$ cat config.mk
export PLATFORM = sky130hd
export DESIGN_NAME = prc_reset_irq_ctrl
export DESIGN_NICKNAME = d
export VERILOG_FILES = /design/src/prc_pkg.sv /design/src/prc_reset_irq_ctrl.sv
export VERILOG_INCLUDE_DIRS = /design/src
export SDC_FILE = /design/constraint.sdc
export NUM_CORES = 1
export LEC_CHECK = 0
export BUFFER_PORTS_ARGS = -buffer_cell sky130_fd_sc_hd__buf_2
export CAP_MARGIN = 5
export CORE_MARGIN = 10
export CORE_UTILIZATION = 49
export DETAILED_ROUTE_END_ITERATION = 8
export PLACE_DENSITY = 0.75
export SYNTH_ARGS = -nofsm -noshare
export SYNTH_HDL_FRONTEND = slang
export SYNTH_SLANG_ARGS = --single-unit
$ cat constraint.sdc
create_clock -name clk_in -period 2.2 [get_ports clk_in]
set_clock_uncertainty 0.2 [all_clocks]
set_input_delay 0.22 -clock clk_in [delete_from_list [all_inputs] [get_ports clk_in]]
set_output_delay 0.22 -clock clk_in [all_outputs]
set_load 0.005 [all_outputs]
$ cat src/prc_map.svh
// register offsets, field positions, reset values and timing counts for the reset/irq control block
`ifndef PRC_MAP_SVH
`define PRC_MAP_SVH
// ****************************************
// register offsets
// ****************************************
`define PRC_ADDR_CTRL 8'hC0
`define PRC_ADDR_IRQ_SRC 8'hC1
`define PRC_ADDR_BTN_STAT 8'hC2
`define PRC_ADDR_SW_PC 8'hC3
`define PRC_ADDR_CAUSE 8'hC5
// ****************************************
// field positions
// ****************************************
`define PRC_BIT_ASSERT_EN 7
`define PRC_BIT_RELEASE_EN 6
`define PRC_BIT_WD_SR_EN 1
`define PRC_BIT_WD_PC_EN 0
`define PRC_BIT_ASSERT_FLAG 7
`define PRC_BIT_RELEASE_FLAG 6
`define PRC_BIT_LIVE_LEVEL 5
`define PRC_BIT_SW_PC 0
`define PRC_BIT_PC_FLAG 1
`define PRC_BIT_SR_FLAG 0
// ****************************************
// reset values and timing
// ****************************************
`define PRC_IRQ_SRC_RESET 8'hFF
`define PRC_ZERO_BYTE 8'h00
`define PRC_SW_PC_DELAY_US 8000
`define PRC_CLK_MHZ 25
`define PRC_SW_PC_CYCLES (`PRC_SW_PC_DELAY_US * `PRC_CLK_MHZ)
`define PRC_CNT_W 18
`endif

$ cat src/prc_pkg.sv
// types shared by the reset/irq control block
package prc_pkg;
   // gray coded along idle -> wait -> fire
   typedef enum logic [1:0]
   {
      PRC_IDLE = 2'b00,
      PRC_WAIT = 2'b01,
      PRC_FIRE = 2'b11
   } prc_pc_state_e;
endpackage

$ cat src/prc_reset_irq_ctrl.sv
// power-management system-control registers: watchdog recovery, button irqs, reset causes
`timescale 1ns/1ps
`include "prc_map.svh"
module prc_reset_irq_ctrl #(
   parameter int PC_DELAY_CYCLES = `PRC_SW_PC_CYCLES
)
(
   // clock and reset
   input wire logic clk_in,
   input wire logic sys_rst_in,
   input wire logic clk_en_in,
   // register port
   input wire logic [7:0] reg_addr_in,
   input wire logic reg_wr_in,
   input wire logic reg_rd_in,
   input wire logic [7:0] reg_wdata_in,
   output logic [7:0] reg_rdata_out,
   // system events
   input wire logic push_button_input_n_in,
   input wire logic wdog_expire_in,
   input wire logic sleep_entry_in,
   input wire logic irq_src_valid_in,
   input wire logic [7:0] irq_src_addr_in,
   input wire logic soft_reset_done_in,
   input wire logic power_cycle_done_in,
   // sequencer requests and button interrupt
   output logic soft_reset_start_out,
   output logic power_cycle_start_out,
   output logic button_irq_out
);
   // ****************************************
   // state
   // ****************************************
   logic [2:0] btn_sync_r, btn_sync_nxt;
   logic btn_level_r, btn_level_nxt;
   logic assert_en_r, assert_en_nxt, release_en_r, release_en_nxt;
   logic wd_sr_en_r, wd_sr_en_nxt, wd_pc_en_r, wd_pc_en_nxt;
   logic assert_flag_r, assert_flag_nxt, release_flag_r, release_flag_nxt;
   logic [7:0] irq_src_r, irq_src_nxt;
   logic sw_pc_r, sw_pc_nxt;
   logic pc_flag_r, pc_flag_nxt, sr_flag_r, sr_flag_nxt;
   logic [`PRC_CNT_W-1:0] cnt_r, cnt_nxt;
   prc_pkg::prc_pc_state_e st_r, st_nxt;
   logic [7:0] rdata_r, rdata_nxt;
   logic sr_start_r, sr_start_nxt, pc_start_r, pc_start_nxt;
   logic rise, fall, wr_ctrl, wr_swpc, rd_src, rd_cause;

   function automatic logic hit(input logic [7:0] a, input logic [7:0] off);
      hit = (a == off);
   endfunction

   // ****************************************
   // next state
   // ****************************************
   always_comb
   begin
      // input is active low; a change counts once stages 2 and 3 agree
      btn_sync_nxt = {btn_sync_r[1:0], ~push_button_input_n_in};
      btn_level_nxt = (btn_sync_r[1] == btn_sync_r[2]) ? btn_sync_r[2] : btn_level_r;
      rise = btn_level_nxt & ~btn_level_r;
      fall = ~btn_level_nxt & btn_level_r;
      wr_ctrl = reg_wr_in & hit(reg_addr_in, `PRC_ADDR_CTRL);
      wr_swpc = reg_wr_in & hit(reg_addr_in, `PRC_ADDR_SW_PC);
      rd_src = reg_rd_in & hit(reg_addr_in, `PRC_ADDR_IRQ_SRC);
      rd_cause = reg_rd_in & hit(reg_addr_in, `PRC_ADDR_CAUSE);

      assert_en_nxt = wr_ctrl ? reg_wdata_in[`PRC_BIT_ASSERT_EN] : assert_en_r;
      release_en_nxt = wr_ctrl ? reg_wdata_in[`PRC_BIT_RELEASE_EN] : release_en_r;
      wd_sr_en_nxt = wr_ctrl ? reg_wdata_in[`PRC_BIT_WD_SR_EN] : wd_sr_en_r;
      wd_pc_en_nxt = wr_ctrl ? reg_wdata_in[`PRC_BIT_WD_PC_EN] : wd_pc_en_r;
      if (sleep_entry_in)
      begin
         // sleep wins over a same-cycle write
         wd_sr_en_nxt = 1'b0;
         wd_pc_en_nxt = 1'b0;
      end

      // status flags are sticky until a read of the source address
      assert_flag_nxt = assert_flag_r;
      release_flag_nxt = release_flag_r;
      irq_src_nxt = irq_src_r;
      if (rd_src)
      begin
         irq_src_nxt = `PRC_IRQ_SRC_RESET;
         assert_flag_nxt = 1'b0;
         release_flag_nxt = 1'b0;
      end
      if (irq_src_valid_in)
         irq_src_nxt = irq_src_addr_in;
      if (rise & assert_en_r)
         assert_flag_nxt = 1'b1;
      if (fall & release_en_r)
         release_flag_nxt = 1'b1;

      // watchdog expiry: power cycle takes priority over soft reset
      sr_start_nxt = wdog_expire_in & wd_sr_en_r & ~wd_pc_en_r;
      pc_start_nxt = wdog_expire_in & wd_pc_en_r;

      sw_pc_nxt = wr_swpc ? reg_wdata_in[`PRC_BIT_SW_PC] : sw_pc_r;
      st_nxt = st_r;
      cnt_nxt = cnt_r;
      case (st_r)
         prc_pkg::PRC_IDLE:
            if (sw_pc_r)
            begin
               st_nxt = prc_pkg::PRC_WAIT;
               cnt_nxt = '0;
            end
         prc_pkg::PRC_WAIT:
            if (cnt_r == `PRC_CNT_W'(PC_DELAY_CYCLES - 1))
               st_nxt = prc_pkg::PRC_FIRE;
            else
               cnt_nxt = cnt_r + `PRC_CNT_W'(1);
         prc_pkg::PRC_FIRE:
         begin
            pc_start_nxt = 1'b1;
            sw_pc_nxt = 1'b0;
            st_nxt = prc_pkg::PRC_IDLE;
         end
         default:
            st_nxt = prc_pkg::PRC_IDLE;
      endcase

      // set wins over the clear-on-read
      pc_flag_nxt = (pc_flag_r & ~rd_cause) | power_cycle_done_in;
      sr_flag_nxt = (sr_flag_r & ~rd_cause) | soft_reset_done_in;

      rdata_nxt = `PRC_ZERO_BYTE;
      case (reg_addr_in)
         `PRC_ADDR_CTRL:
         begin
            rdata_nxt[`PRC_BIT_ASSERT_EN] = assert_en_r;
            rdata_nxt[`PRC_BIT_RELEASE_EN] = release_en_r;
            rdata_nxt[`PRC_BIT_WD_SR_EN] = wd_sr_en_r;
            rdata_nxt[`PRC_BIT_WD_PC_EN] = wd_pc_en_r;
         end
         `PRC_ADDR_IRQ_SRC: rdata_nxt = irq_src_r;
         `PRC_ADDR_BTN_STAT:
         begin
            rdata_nxt[`PRC_BIT_ASSERT_FLAG] = assert_flag_r;
            rdata_nxt[`PRC_BIT_RELEASE_FLAG] = release_flag_r;
            rdata_nxt[`PRC_BIT_LIVE_LEVEL] = btn_level_r;
         end
         `PRC_ADDR_SW_PC: rdata_nxt[`PRC_BIT_SW_PC] = sw_pc_r;
         `PRC_ADDR_CAUSE:
         begin
            rdata_nxt[`PRC_BIT_PC_FLAG] = pc_flag_r;
            rdata_nxt[`PRC_BIT_SR_FLAG] = sr_flag_r;
         end
         default: rdata_nxt = `PRC_ZERO_BYTE;
      endcase
   end

   // ****************************************
   // registers
   // ****************************************
   always_ff @(posedge clk_in)
   begin
      if (sys_rst_in)
      begin
         btn_sync_r <= '0;
         btn_level_r <= 1'b0;
         assert_en_r <= 1'b0;
         release_en_r <= 1'b0;
         wd_sr_en_r <= 1'b0;
         wd_pc_en_r <= 1'b0;
         assert_flag_r <= 1'b0;
         release_flag_r <= 1'b0;
         irq_src_r <= `PRC_IRQ_SRC_RESET;
         sw_pc_r <= 1'b0;
         pc_flag_r <= 1'b0;
         sr_flag_r <= 1'b0;
         cnt_r <= '0;
         st_r <= prc_pkg::PRC_IDLE;
         rdata_r <= `PRC_ZERO_BYTE;
         sr_start_r <= 1'b0;
         pc_start_r <= 1'b0;
      end
      else if (clk_en_in)
      begin
         btn_sync_r <= btn_sync_nxt;
         btn_level_r <= btn_level_nxt;
         assert_en_r <= assert_en_nxt;
         release_en_r <= release_en_nxt;
         wd_sr_en_r <= wd_sr_en_nxt;
         wd_pc_en_r <= wd_pc_en_nxt;
         assert_flag_r <= assert_flag_nxt;
         release_flag_r <= release_flag_nxt;
         irq_src_r <= irq_src_nxt;
         sw_pc_r <= sw_pc_nxt;
         pc_flag_r <= pc_flag_nxt;
         sr_flag_r <= sr_flag_nxt;
         cnt_r <= cnt_nxt;
         st_r <= st_nxt;
         rdata_r <= rdata_nxt;
         sr_start_r <= sr_start_nxt;
         pc_start_r <= pc_start_nxt;
      end
   end

   assign reg_rdata_out = rdata_r;
   assign soft_reset_start_out = sr_start_r;
   assign power_cycle_start_out = pc_start_r;
   assign button_irq_out = assert_flag_r | release_flag_r;
endmodule // prc_reset_irq_ctrl

==> impl_metrics.tcl <==
set metrics [dict create \
    cellLeakagePower_nw 1.185 \
    synth.distinct_cells 53 \
    worst_pin_slew_ps 406.0 \
    arrival_ps 2300 \
    dpl_worst_slack_ps -110.8 \
    gp_congestion 0.8409 \
    h-tree-depth 2 \
    port_buffers 41 \
    crit_path_end_kind "register" \
    syn_inst 276 \
    clkLatencyLatePin_ps 310 \
    status "complete, but fails checks" \
    io_pins 46 \
    crit_type "register to register" \
    postRouteAntennaNets 0 \
    clockBufferDepth 2 \
    yosysWarnings 0 \
    critPathRequiredTime_ps 2230 \
    path_cells "or4b_4, or4_4, o21ai_4, buf_6, nor2_2, a211oi_2" \
    setup_ws_ps -62.14 \
    total_power_mw 1.743 \
    grt_max_degree 22 \
    maxCapViolations 0 \
    synth_top_cells_by_area "dfxtp_1 42%, nand2_1 4.2%, nor2_1 3.9%" \
    ys.flop_type "dfxtp_1" \
    cts_num_sinks 51 \
    cts_root_buffer "clkbuf_8" \
    postCtsSetupBuffers 0 \
    slowest_stage "or4b_4" \
    setup_viol 17 \
    fin_crit_sh_pct 102.8 \
    r2r_cells 6 \
    first_pass_iters 4 \
    avgSynthCellArea_um2 8.795 \
    grt_setup_unrepaired "true" \
    antenna_found_initial 0 \
    slew_viol_final 0 \
    whs_ps 46.15 \
    synth_top_area_share_pct 42.06 \
    worstHoldPathType "primary input to register" \
    rr_startpoint "cnt_r[9]" \
    fin_nets 381 \
    finalSetupTns_ps -504.3 \
    grt-ovfl-total 0 \
    wl_per_cell_um 14.82 \
    ys_ff_latch 51 \
    core_um2 4755 \
    die_w_um 90.38 \
    start_util_pct 51.05 \
    via_per_inst 5.627 \
    wl_um 6119 \
    startpoint "cnt_r[9]" \
    drtIter0Drc 175 \
    grt_pass1_wl_um 10010 \
    yosysTopAreaCell "dfxtp_1" \
    drive_gt1_share_pct 28.61 \
    track_usage_pct 14.39 \
    num-fill-cells 417 \
    synth_area_um2 2427 \
    n_antenna_cell 0 \
    seq_area_frac_synth_pct 42.06 \
    endpoint "cnt_r[8]" \
    relSlewSlack_pct 72.91 \
    power_density_nw_per_um2 562.4 \
    max_stage_delay_ps 530 \
    synth-edff-count 0 \
    area_growth_pct 27.68 \
    num_rows 25 \
    cp_max_fo 5 \
    place_hpwl_um 4434 \
    via_count 2324 \
    hold_viol 0 \
    die_h_um 90.38 \
    cts_buffers 5 \
    grt_pass1_vias 2102 \
    cts_tree "yes" \
    r2r-end "cnt_r[8]" \
    max_freq_mhz 442.1 \
    async_flop_share_pct 0 \
    syn_nets 312 \
    vdd_drop_max_mv 0.3236 \
    violations "setup timing" \
    fin_util_pct 65.18 \
    dieArea_um2 8169 \
    worstSetupStartpointType "register" \
    period_minus_slack_ps 2262 \
    path_clk_slew_ps 100 \
    drc 0 \
    rrSetupSlack_ps -60 \
]
-- worst min-delay path by stage --
stage | start | to | slack, ps | cells past startpoint
5_1_grt | reg_wdata_in[1] | wd_sr_en_r | 80 | 3
2_1_floorplan | push_button_input_n_in | btn_sync_r[0] | 120 | 1
3_5_place_dp | push_button_input_n_in | btn_sync_r[0] | 210 | 2
3_3_place_gp | push_button_input_n_in | btn_sync_r[0] | 200 | 2
4_1_cts | clk_en_in | sr_flag_r | 40 | 3
6_report | clk_en_in | sr_flag_r | 50 | 3
-- stage by stage --
stage,area (µm²),std cells
finish,3099,413
floorplan,2427,276
CTS,3059,412
detailed placement,2784,389
global route,3099,413
global placement,2784,389
-- cells in the mapped netlist, types with 3 or more instances --
library cell	number
o211ai_1	4
a22oi_1	6
mux2i_1	7
nand2_1	27
a21oi_2	9
clkbuf_1	10
dfxtp_1	51
a21oi_1	15
nor2_1	25
nand4b_1	4
o21ai_1	8
o21ai_0	7
and3_1	4
nor3_1	5
nand2b_1	3
nand3_1	13
o22a_1	8
buf_6	3
nor4_1	3
inv_1	3
nor2b_1	5
nand4_1	9
or4_1	6
-- cells by family (layout without fill, tap and decap cells) --
| family | after synthesis | after routing | share of synthesized area, % |
|---|---|---|---|
| simple gates | 119 | 119 | 26.55 |
| compound gates | 75 | 75 | 22.11 |
| buf+inv | 18 | 88 | 3.866 |
| fa+ha+maj | 1 | 1 | 0.5154 |
| flops | 51 | 51 | 42.06 |
| xor+xnor | 3 | 3 | 1.083 |
| mux | 9 | 9 | 3.814 |
-- sequential cells by signal (all words and copies together) (netlist names) --
signal / count
cnt_r: 18
irq_src_r: 8
reg_rdata_out: 8
btn_sync_r: 3
st_r: 2
assert_en_r: 1
assert_flag_r: 1
btn_level_r: 1
pc_flag_r: 1
power_cycle_start_out: 1
release_en_r: 1
release_flag_r: 1
soft_reset_start_out: 1
sr_flag_r: 1
sw_pc_r: 1
wd_pc_en_r: 1
wd_sr_en_r: 1
-- metal layers --
| layer | track usage, % | routed length [µm] |
|---|---|---|
| met5 | 0 | 0 |
| met2 | 23.97 | 2984 |
| met3 | 2.909 | 363 |
| met1 | 18.12 | 2694 |
| met4 | 4.509 | 77 |
-- critical path: cells and delay by family, from the launching register on --
kind / cells / cell delay (ps)
compound gates: 2 / 380
buf+inv: 1 / 140
simple gates: 3 / 1120
flops: 1 / 330
-- power by group --
group / total, mW / switching [mW] / internal [mW]
clock: 0.668 / 0.324 / 0.345
combinational: 0.130 / 0.0643 / 0.0655
sequential: 0.945 / 0.00863 / 0.936
-- layout by cell type, fill, tap and decap left out, types with 3 or more instances in the layout --
cell and n:
o21ai_1 8, nor3_1 5, a21oi_1 15, a21oi_2 9
a22oi_1 6, or4_1 3, nand3_1 13, clkbuf_8 5
nand4b_1 4, o21ai_0 7, nor2b_1 5, o22a_1 8
buf_2 42, nand2b_1 3, buf_4 18, nor2_1 25
o211ai_1 4, nand2_1 27, inv_1 3, or4_4 4
dlygate4sd3_1 15, mux2i_1 7, nand4_1 9, dfxtp_1 50
and3_1 4
-- layout make-up --
type	count	area [µm²]	share of cell area [%]
repair buffers	77	518.0	16.71
inverters	3	11.26	0.3633
well taps	67	83.83	2.705
clock inverters	3	47.55	1.534
multi-input cells	207	1348	43.48
clock buffers	5	68.82	2.220
flip-flops and latches	51	1022	32.98
-- what timing repair did --
| action | CTS | global route |
|---|---|---|
| hold buffers | 15 | 0 |
| hold endpoints to repair | 16 | 0 |
| pin swaps | 2 | 3 |
| resized for setup | 3 | 8 |
| gates cloned | 0 | 1 |
| endpoints found under the setup margin | 18 | 18 |
Note: power is estimated with default switching activity, not from simulation.
